## src/pkg/rfs_pkg.sv

```systemverilog
// constants, types and register map of the regulator start-up sequencer
package rfs_pkg;
	// -----------------------------------------------------------------
	// timing
	// -----------------------------------------------------------------
	localparam int unsigned CLK_HZ = 50_000_000;
	localparam int unsigned OSC_LO_HZ = 500_000;
	localparam int unsigned OSC_HI_HZ = 1_000_000;
	localparam logic [6:0] OSC_LO_HALF = 7'(CLK_HZ / (2 * OSC_LO_HZ));
	localparam logic [6:0] OSC_HI_HALF = 7'(CLK_HZ / (2 * OSC_HI_HZ));
	localparam logic [8:0] DISCH_CYCLES = 9'h100;
	localparam logic [1:0] UV_TRIP_COUNT = 2'h2;
	// -----------------------------------------------------------------
	// register map
	// -----------------------------------------------------------------
	localparam logic [3:0] REG_DELAY = 4'h0;
	localparam logic [3:0] REG_STATUS = 4'h4;
	localparam int unsigned DLY_W = 24;
	// slope compensation in tenths of A/us, indexed {freq, high, low}
	localparam logic [7:0] SLOPE_TENTHS [8] = '{8'h08, 8'h10, 8'h21, 8'h42,
		8'h11, 8'h22, 8'h43, 8'h86};
	// -----------------------------------------------------------------
	// types
	// -----------------------------------------------------------------
	typedef struct packed {
		logic por5_rise;    // supply above rising threshold, 5V set
		logic por5_fall;    // supply above falling threshold, 5V set
		logic por3_rise;    // supply above rising threshold, 3.3V set
		logic por3_fall;    // supply above falling threshold, 3.3V set
		logic en_above;     // enable comparator above threshold
		logic ramp_ref;     // ramp node at reference level
		logic ramp_top;     // ramp node at top of ramp
		logic fb_111;       // feedback above 111%
		logic fb_1075;      // feedback above 107.5%
		logic fb_925;       // feedback above 92.5%
		logic fb_89;        // feedback above 89%
		logic fb_uv;        // undervoltage comparator tripped
		logic fb_uv_hyst;   // feedback above uv threshold plus hysteresis
	} rfs_cmp_t;
	typedef struct packed {
		logic supply_threshold_select;
		logic frequency_select_strap;
		logic slope_select_high_bit;
		logic slope_select_low_bit;
	} rfs_strap_t;
	localparam int unsigned IN_W = $bits(rfs_cmp_t) + $bits(rfs_strap_t);
	typedef enum logic [5:0] {
		ST_OFF = 6'h01,
		ST_DISCH = 6'h02,
		ST_SS = 6'h04,
		ST_TAIL = 6'h08,
		ST_RUN = 6'h10,
		ST_UV_DLY = 6'h20
	} rfs_state_t;
endpackage

```

## src/rtl/rfs_sequencer.sv

```systemverilog
// start-up, power-good and undervoltage sequencer with avalon register slave
//
// The address map and the Avalon-MM interface to the registers are this design's own decisions.
`timescale 1ns/1ps
module rfs_sequencer #(
	parameter logic [rfs_pkg::DLY_W-1:0] DLY_DEFAULT = 24'h0186A0
) (
	input wire logic core_clk,
	input wire logic nrst,
	input wire rfs_pkg::rfs_cmp_t cmp_in,
	input wire rfs_pkg::rfs_strap_t strap_in,
	input wire logic [3:0] avs_address,
	input wire logic avs_read,
	input wire logic avs_write,
	input wire logic [31:0] avs_writedata,
	input wire logic [3:0] avs_byteenable,
	output logic [31:0] avs_readdata,
	output logic avs_waitrequest,
	output logic switches_on,
	output logic switch_node_output_hiz,
	output logic en_sink_on,
	output logic ramp_discharge,
	output logic output_in_window_flag_o,
	output logic output_in_window_flag_oe,
	output logic osc_out,
	output logic [7:0] slope_tenths
);
	import rfs_pkg::*;

	// -----------------------------------------------------------------
	// input synchronisers
	// -----------------------------------------------------------------
	logic [IN_W-1:0] async_in;
	logic [IN_W-1:0] sync1_r;
	logic [IN_W-1:0] sync2_r;
	logic [IN_W-1:0] sync3_r;
	logic [IN_W-1:0] filt_r;
	rfs_cmp_t c;
	rfs_strap_t s;
	assign async_in = {cmp_in, strap_in};
	assign {c, s} = filt_r;

	genvar gi;
	generate
		for (gi = 0; gi < IN_W; gi++) begin : g_sync
			always_ff @(posedge core_clk or negedge nrst) begin
				if (!nrst) begin
					sync1_r[gi] <= 1'b0;
					sync2_r[gi] <= 1'b0;
					sync3_r[gi] <= 1'b0;
					filt_r[gi] <= 1'b0;
				end else begin
					sync1_r[gi] <= async_in[gi];
					sync2_r[gi] <= sync1_r[gi];
					sync3_r[gi] <= sync2_r[gi];
					// a change counts only once two stages agree
					if (sync2_r[gi] == sync3_r[gi]) begin
						filt_r[gi] <= sync3_r[gi];
					end
				end
			end
		end
	endgenerate

	// -----------------------------------------------------------------
	// supply valid and enable
	// -----------------------------------------------------------------
	logic supply_ok_r;
	logic sel_rise;
	logic sel_fall;
	logic en_ok;
	logic loss;
	assign sel_rise = s.supply_threshold_select ? c.por5_rise : c.por3_rise;
	assign sel_fall = s.supply_threshold_select ? c.por5_fall : c.por3_fall;
	assign en_ok = c.en_above;
	assign loss = !(supply_ok_r && en_ok);

	always_ff @(posedge core_clk or negedge nrst) begin
		if (!nrst) begin
			supply_ok_r <= 1'b0;
		end else if (sel_rise) begin
			supply_ok_r <= 1'b1;
		end else if (!sel_fall) begin
			supply_ok_r <= 1'b0;
		end
	end

	// -----------------------------------------------------------------
	// switching oscillator
	// -----------------------------------------------------------------
	logic [6:0] osc_cnt_r;
	logic osc_r;
	logic osc_tick;
	logic [6:0] osc_half;
	assign osc_half = s.frequency_select_strap ? OSC_HI_HALF : OSC_LO_HALF;
	assign osc_tick = (osc_cnt_r == 7'h00) && !osc_r;

	// half-period down counter; a tick starts each switching cycle
	always_ff @(posedge core_clk or negedge nrst) begin
		if (!nrst) begin
			osc_cnt_r <= 7'h00;
			osc_r <= 1'b0;
		end else if (osc_cnt_r == 7'h00) begin
			osc_cnt_r <= osc_half - 7'h01;
			osc_r <= !osc_r;
		end else begin
			osc_cnt_r <= osc_cnt_r - 7'h01;
		end
	end

	// -----------------------------------------------------------------
	// sequencer
	// -----------------------------------------------------------------
	rfs_state_t st_r;
	logic [8:0] dis_cnt_r;
	logic [DLY_W-1:0] dly_cnt_r;
	logic [DLY_W-1:0] dly_cycles_r;
	logic [1:0] uv_cnt_r;
	logic uv_counting;
	logic uv_trip;
	logic active;
	assign uv_counting = (st_r == ST_SS) || (st_r == ST_TAIL) || (st_r == ST_RUN);
	assign uv_trip = uv_counting && osc_tick && c.fb_uv && (uv_cnt_r == UV_TRIP_COUNT - 2'h1);
	assign active = uv_counting || (st_r == ST_UV_DLY);

	// main state register; loss of supply or enable beats every fault
	always_ff @(posedge core_clk or negedge nrst) begin
		if (!nrst) begin
			st_r <= ST_OFF;
		end else begin
			case (st_r)
				ST_OFF: begin
					if (!loss) begin
						st_r <= ST_SS;
					end
				end
				ST_DISCH: begin
					if (dis_cnt_r == 9'h000) begin
						st_r <= ST_OFF;
					end
				end
				ST_SS: begin
					if (loss) begin
						st_r <= ST_DISCH;
					end else if (uv_trip) begin
						st_r <= ST_UV_DLY;
					end else if (c.ramp_ref) begin
						st_r <= ST_TAIL;
					end
				end
				ST_TAIL: begin
					if (loss) begin
						st_r <= ST_DISCH;
					end else if (uv_trip) begin
						st_r <= ST_UV_DLY;
					end else if (c.ramp_top) begin
						st_r <= ST_RUN;
					end
				end
				ST_RUN: begin
					if (loss) begin
						st_r <= ST_DISCH;
					end else if (uv_trip) begin
						st_r <= ST_UV_DLY;
					end
				end
				ST_UV_DLY: begin
					if (loss) begin
						st_r <= ST_DISCH;
					end else if (dly_cnt_r == '0) begin
						st_r <= ST_SS;
					end
				end
				default: begin
					st_r <= ST_OFF;
				end
			endcase
		end
	end

	always_ff @(posedge core_clk or negedge nrst) begin
		if (!nrst) begin
			dis_cnt_r <= 9'h000;
		end else if (active && loss) begin
			dis_cnt_r <= DISCH_CYCLES - 9'h001;
		end else if ((st_r == ST_DISCH) && (dis_cnt_r != 9'h000)) begin
			dis_cnt_r <= dis_cnt_r - 9'h001;
		end
	end

	// delay interval from programmed count; zero acts as one
	always_ff @(posedge core_clk or negedge nrst) begin
		if (!nrst) begin
			dly_cnt_r <= '0;
		end else if (uv_trip) begin
			dly_cnt_r <= (dly_cycles_r == '0) ? '0 : dly_cycles_r - 1'b1;
		end else if ((st_r == ST_UV_DLY) && (dly_cnt_r != '0)) begin
			dly_cnt_r <= dly_cnt_r - 1'b1;
		end
	end

	always_ff @(posedge core_clk or negedge nrst) begin
		if (!nrst) begin
			uv_cnt_r <= 2'h0;
		end else if (!uv_counting || uv_trip) begin
			uv_cnt_r <= 2'h0;
		end else if (osc_tick && c.fb_uv) begin
			uv_cnt_r <= uv_cnt_r + 2'h1;
		end else if (osc_tick && c.fb_uv_hyst) begin
			uv_cnt_r <= 2'h0;
		end
	end

	// -----------------------------------------------------------------
	// power-good window
	// -----------------------------------------------------------------
	logic ov_r;
	logic uvw_r;
	always_ff @(posedge core_clk or negedge nrst) begin
		if (!nrst) begin
			ov_r <= 1'b0;
			uvw_r <= 1'b0;
		end else if (st_r != ST_RUN) begin
			ov_r <= 1'b0;
			uvw_r <= 1'b0;
		end else begin
			if (c.fb_111) begin
				ov_r <= 1'b1;
			end else if (!c.fb_1075) begin
				ov_r <= 1'b0;
			end
			if (!c.fb_89) begin
				uvw_r <= 1'b1;
			end else if (c.fb_925) begin
				uvw_r <= 1'b0;
			end
		end
	end

	// -----------------------------------------------------------------
	// pin outputs
	// -----------------------------------------------------------------
	logic sw_on_r;
	logic sw_hiz_r;
	logic ramp_dis_r;
	logic en_sink_r;
	logic pg_oe_r;
	logic pg_o_r;
	logic [7:0] slope_r;

	always_ff @(posedge core_clk or negedge nrst) begin
		if (!nrst) begin
			sw_on_r <= 1'b0;
			sw_hiz_r <= 1'b1;
		end else begin
			sw_on_r <= supply_ok_r && uv_counting;
			sw_hiz_r <= !(supply_ok_r && uv_counting);
		end
	end

	always_ff @(posedge core_clk or negedge nrst) begin
		if (!nrst) begin
			ramp_dis_r <= 1'b1;
		end else begin
			ramp_dis_r <= loss || !uv_counting;
		end
	end

	always_ff @(posedge core_clk or negedge nrst) begin
		if (!nrst) begin
			en_sink_r <= 1'b1;
		end else begin
			en_sink_r <= !en_ok;
		end
	end

	// open drain pulls low; enable drop skips the state machine
	always_ff @(posedge core_clk or negedge nrst) begin
		if (!nrst) begin
			pg_oe_r <= 1'b1;
			pg_o_r <= 1'b0;
		end else begin
			// raw window levels also gate, so entering run cannot flash a release
			pg_oe_r <= !(st_r == ST_RUN && en_ok && !ov_r && !uvw_r && !c.fb_111
				&& c.fb_89);
			pg_o_r <= 1'b0;
		end
	end

	always_ff @(posedge core_clk or negedge nrst) begin
		if (!nrst) begin
			slope_r <= 8'h00;
		end else begin
			slope_r <= SLOPE_TENTHS[{s.frequency_select_strap, s.slope_select_high_bit,
				s.slope_select_low_bit}];
		end
	end

	assign switches_on = sw_on_r;
	assign switch_node_output_hiz = sw_hiz_r;
	assign en_sink_on = en_sink_r;
	assign ramp_discharge = ramp_dis_r;
	assign output_in_window_flag_o = pg_o_r;
	assign output_in_window_flag_oe = pg_oe_r;
	assign osc_out = osc_r;
	assign slope_tenths = slope_r;

	// -----------------------------------------------------------------
	// avalon slave, one wait cycle per access
	// -----------------------------------------------------------------
	logic wait_r;
	logic [31:0] rdata_r;
	logic [31:0] status;
	assign status = {16'h0000, slope_r[7:0] == 8'h00 ? 3'h0 : {s.frequency_select_strap,
		s.slope_select_high_bit, s.slope_select_low_bit}, uv_cnt_r, uvw_r, ov_r,
		!pg_oe_r, en_ok, supply_ok_r, st_r};

	// read data latched as the wait is dropped; unmapped reads zero
	always_ff @(posedge core_clk or negedge nrst) begin
		if (!nrst) begin
			wait_r <= 1'b1;
			rdata_r <= 32'h0000_0000;
		end else if ((avs_read || avs_write) && wait_r) begin
			wait_r <= 1'b0;
			case (avs_address)
				REG_DELAY: rdata_r <= {{(32 - DLY_W){1'b0}}, dly_cycles_r};
				REG_STATUS: rdata_r <= status;
				default: rdata_r <= 32'h0000_0000;
			endcase
		end else begin
			wait_r <= 1'b1;
		end
	end

	// delay interval register, byte lanes honoured
	always_ff @(posedge core_clk or negedge nrst) begin
		if (!nrst) begin
			dly_cycles_r <= DLY_DEFAULT;
		end else if (avs_write && !wait_r && (avs_address == REG_DELAY)) begin
			for (int b = 0; b < DLY_W / 8; b++) begin
				if (avs_byteenable[b]) begin
					dly_cycles_r[b*8 +: 8] <= avs_writedata[b*8 +: 8];
				end
			end
		end
	end

	assign avs_waitrequest = wait_r;
	assign avs_readdata = rdata_r;

	// -----------------------------------------------------------------
	// assertions
	// -----------------------------------------------------------------
	property p_ss_needs_supply;
		@(posedge core_clk) disable iff (!nrst)
		$rose(st_r == ST_SS) |-> $past(supply_ok_r) && $past(en_ok);
	endproperty
	a_ss_needs_supply: assert property (p_ss_needs_supply) else $error("soft-start without supply");

	property p_hiz_low_supply;
		@(posedge core_clk) disable iff (!nrst)
		!supply_ok_r |=> sw_hiz_r && !sw_on_r;
	endproperty
	a_hiz_low_supply: assert property (p_hiz_low_supply) else $error("switching without supply");

	property p_supply_hyst;
		@(posedge core_clk) disable iff (!nrst)
		supply_ok_r && sel_fall |=> supply_ok_r;
	endproperty
	a_supply_hyst: assert property (p_supply_hyst) else $error("supply dropped above fall level");

	property p_sink_off;
		@(posedge core_clk) disable iff (!nrst)
		en_ok ##1 en_ok |-> !en_sink_r;
	endproperty
	a_sink_off: assert property (p_sink_off) else $error("sink on above threshold");

	property p_disch_len;
		@(posedge core_clk) disable iff (!nrst)
		$rose(st_r == ST_DISCH) |-> ##255 (st_r == ST_DISCH) ##1 (st_r != ST_DISCH);
	endproperty
	a_disch_len: assert property (p_disch_len) else $error("discharge length wrong");

	property p_pg_before_run;
		@(posedge core_clk) disable iff (!nrst)
		(st_r != ST_RUN) |=> pg_oe_r;
	endproperty
	a_pg_before_run: assert property (p_pg_before_run) else $error("flag released early");

	property p_pg_disable;
		@(posedge core_clk) disable iff (!nrst)
		!en_ok |=> pg_oe_r;
	endproperty
	a_pg_disable: assert property (p_pg_disable) else $error("flag high after disable");

	property p_ov_hold;
		@(posedge core_clk) disable iff (!nrst)
		ov_r && c.fb_1075 && (st_r == ST_RUN) |=> ov_r;
	endproperty
	a_ov_hold: assert property (p_ov_hold) else $error("overvoltage cleared early");

	property p_uv_two;
		@(posedge core_clk) disable iff (!nrst)
		$rose(st_r == ST_UV_DLY) |-> $past(uv_cnt_r) == 2'h1;
	endproperty
	a_uv_two: assert property (p_uv_two) else $error("uv shutdown without two trips");

	property p_uv_clear;
		@(posedge core_clk) disable iff (!nrst)
		(st_r == ST_UV_DLY) |-> uv_cnt_r == 2'h0;
	endproperty
	a_uv_clear: assert property (p_uv_clear) else $error("uv counter not cleared");

	c_run: cover property (@(posedge core_clk) disable iff (!nrst) $rose(st_r == ST_RUN));
	c_uv: cover property (@(posedge core_clk) disable iff (!nrst) $rose(st_r == ST_UV_DLY));
	c_retry: cover property (@(posedge core_clk) disable iff (!nrst)
		(st_r == ST_UV_DLY) ##1 (st_r == ST_SS));
	c_disch: cover property (@(posedge core_clk) disable iff (!nrst) $fell(st_r == ST_DISCH));
endmodule // rfs_sequencer

```

## config.mk

```make
export PLATFORM = sky130hd
export DESIGN_NAME = rfs_sequencer
export DESIGN_NICKNAME = d
export VERILOG_FILES = /design/src/pkg/rfs_pkg.sv /design/src/rtl/rfs_sequencer.sv
export SDC_FILE = /design/constraint.sdc
export NUM_CORES = 1
export LEC_CHECK = 0
export BUFFER_PORTS_ARGS = -buffer_cell sky130_fd_sc_hd__buf_2
export CAP_MARGIN = 10
export CORE_MARGIN = 2
export CORE_UTILIZATION = 61
export DETAILED_ROUTE_END_ITERATION = 10
export PLACE_DENSITY = 0.88
export SETUP_SLACK_MARGIN = 0.5
export SYNTH_ARGS = -nofsm -noshare
export SYNTH_HDL_FRONTEND = slang
export SYNTH_SLANG_ARGS = --single-unit
```

## constraint.sdc

```tcl
create_clock -name core_clk -period 8 [get_ports core_clk]
set_clock_uncertainty 0.15 [all_clocks]
set_input_delay 1.2 -clock core_clk [delete_from_list [all_inputs] [get_ports core_clk]]
set_output_delay 1.2 -clock core_clk [all_outputs]
set_load 0.01 [all_outputs]
```

==> run_results.csv <==
group,metric,value,unit
sta,rsz0062_at_grt,"false",
logic_synthesis,synth_cell_types,61,
worst_setup_path,cp-startpoint,"osc_cnt_r[3]",
sta,min_period_over_period,40.36,%
global_routing,grt.total_usage,27.31,%
final_layout,syn2layout_area_growth,14.71,%
final_layout,most-common-layout-cells,"dfrtp_1, buf_2, nand2_1, o21ai_0, xnor2_1",
routing,drc_errors,0,
logic_synthesis,synthesis.area,0.007721,mm2
clock_network,holdBufCountCts,0,
power,max-vdd-ir-drop,0.0001908,V
clock_network,cts_made_buffers,17,
worst_setup_path,r2r_cells,5,
routing,drt-initial-drc-count,668,
worst_setup_path,critPathCaptureType,"flip-flop",
die,die_h,116.5,um
run,drv_cap,0,
worst_setup_path,crit_path_max_fanout,13,
routing,vias,5628,
routing,ant_nets,0,
power,leakagePower,0.003962,uW
global_routing,globalRouteOverflowTotal,0,
die,floorplan.die_area,0.01357,mm2
logic_synthesis,synth_top_cell_by_area,"dfrtp_1",
final_layout,final_common_cell,"dfrtp_1",
worst_setup_path,worst_setup_path_start_kind,"flip-flop",
logic_synthesis,yosys_register_bits,181,
worst_setup_path,cp.arrival,3.40,ns
sta,drv_slew,0,
worst_setup_path,path_class,"reg2reg",
worst_setup_path,ff2ff_setup_slack,4.77,ns
clock_network,ctsResizeCount,0,
die,die-width,116.5,um
clock_network,clockBufferDepth,2,
placement,gp_congestion,0.8870,
logic_synthesis,yosysWarnings,0,
sta,worstMarginPinSlew,0.9817,ns
logic_synthesis,syn_area_per_cell,11.47,um2
global_routing,antenna_found_initial,0,
logic_synthesis,syn_inst,673,
worst_setup_path,r2r_start,"osc_cnt_r[3]",
clock_network,clk_pin_slew,0.06,ns
global_routing,first_global_vias,5627,
final_layout,diodes,0,
hold_path,holdCritPathClass,"reg2reg",
die,start_util,61.94,%
sta,timing.fmax,0.3097,GHz
logic_synthesis,ys_seq_area_share,58.86,%
worst_setup_path,reg2reg_to,"dly_cnt_r[6]",
placement,hpwl,12010,um
logic_synthesis,synth_flop_cell,"dfrtp_1",
status,status,"complete, no violations",
final_layout,final_layout_size_suffix_gt1_share,23.34,%
logic_synthesis,synthArstFlopShare,100.0,%
die,rows,41,
clock_network,htreeDepth,4,
routing,wl_per_cell,18.36,um
clock_network,clock_latency,0.43,ns
die,coreArea,0.01247,mm2
clock_network,cts_setup_buffers,0,
power,power_density,247.1,mW/mm2
power,power,2188,uW
sta,hold_violations,0,
worst_setup_path,crit_path_end,"dly_cnt_r[6]",
worst_setup_path,required,8.17,ns
global_routing,grt_max_degree,102,
final_layout,layout.nets,822,
placement,io_buffer_count,90,
global_routing,grt_pass1_wl,27840,um
sta,final.setup.tns,0,ns
routing,via_per_inst,5.994,
routing,drt_wl_total,17240,um
clock_network,root_buffer,"clkbuf_16",
routing,dr.pass1.iters,5,
sta,relSlewSlack,34.31,%
clock_network,cts.sinks,181,
sta,setup_viol,0,
logic_synthesis,yosysTopAreaCellShare,54.77,%
logic_synthesis,synth_edf_count,0,
sta,fin_crit,3.229,ns
clock_network,tritoncts,"done",
die,num_io_pins,109,
logic_synthesis,synth_area_leaders,"dfrtp_1, dfstp_2, mux2_2, nand2_1, xnor2_1",
## how the worst min path moves through the flow
stage | from | to | slack [ns] | depth (start not counted)
CTS | sync1_r[0] | sync2_r[0] | 0.20 | 0
finish | sync1_r[5] | sync2_r[5] | 0.20 | 0
detailed placement | sync1_r[0] | sync2_r[0] | 0.18 | 0
floorplan | sync1_r[0] | sync2_r[0] | 0.18 | 0
global placement | sync1_r[1] | sync2_r[1] | 0.18 | 0
global route | sync1_r[2] | sync2_r[2] | 0.21 | 0
## final cells by class
cell class,instances,area (um2)
multi-input combinational,443,2960
clock buffer,19,432.9
inverter,15,56.30
sequential,181,4544
tap,172,215.2
timing repair buffer,96,501.7
fill,857,3608
clock inverter,13,146.4
## worst max-delay path: stages, from the launching register on
cell and delay [ns]:
dfrtp_1 0.46, or4_1 0.66, or4_1 0.61, nor2_1 0.78
a311oi_1 0.21, a211oi_1 0.25
## routing by layer
metal	vias to the layer above	global-route usage [%]	part of all wire [%]
met5	-	0	0
met4	0	15.24	4.7
met3	54	5.656	4.6
met2	189	46.32	52
met1	2784	32.73	39
li1	2601	-	-
## stage by stage
step	setup WS, ns	utilization, %	cell area [um2]	hold WS, ns	std cells
final	4.771	71.05	8857	0.1983	939
after floorplan	5.061	-	7751	0.1812	681
after global routing	4.606	71.05	8857	0.2092	939
after detailed placement	4.841	66.41	8278	0.1847	907
after CTS	4.819	71.05	8857	0.1995	939
after global placement	4.896	66.41	8278	0.1821	907
## cells by family after synthesis
kind of cell    synth area share (%)
simple gates                   15.35
flops                          58.86
compound gates                 10.66
buf+inv                        3.322
xor+xnor                       3.970
mux                            4.327
fa+ha+maj                      3.468
other cells                  0.04857
## where the power goes
group	leakage [uW]	switching (uW)	internal (uW)
registers	0.00226	83.1	996
logic	0.00142	165	130
clock network	0.000273	351	464
total	0.00396	599	1590
## sequential cells by signal, indices dropped and copies added, names as in the netlist, 2 cells and up
signal and count:
avs_readdata 24, st_r 6, sync3_r 17, dly_cnt_r 24, sync1_r 17, sync2_r 17, uv_cnt_r 2, c 12
dis_cnt_r 9, filt_r 4, dly_cycles_r 24, osc_cnt_r 7, slope_tenths 7
## synth_stat cells (all sizes together) (4+ instances only)
cell type and n:
a21oi 13, dfrtp 169, maj3 18, nor4b 4, clkbuf 28, dfstp 12
nand2b 6, nor2 24, buf 14, nor2b 4, mux2 27, o21ai 36
nor3 27, xor2 7, xnor2 28, o211ai 15, o221ai 6, o311ai 7
o22ai 8, nand3 10, or3 19, nand2 69, ha 7, or4b 5
a22oi 15, or4 15, nor4 21, inv 15
No activity file was read; power rests on OpenSTA's default activity.
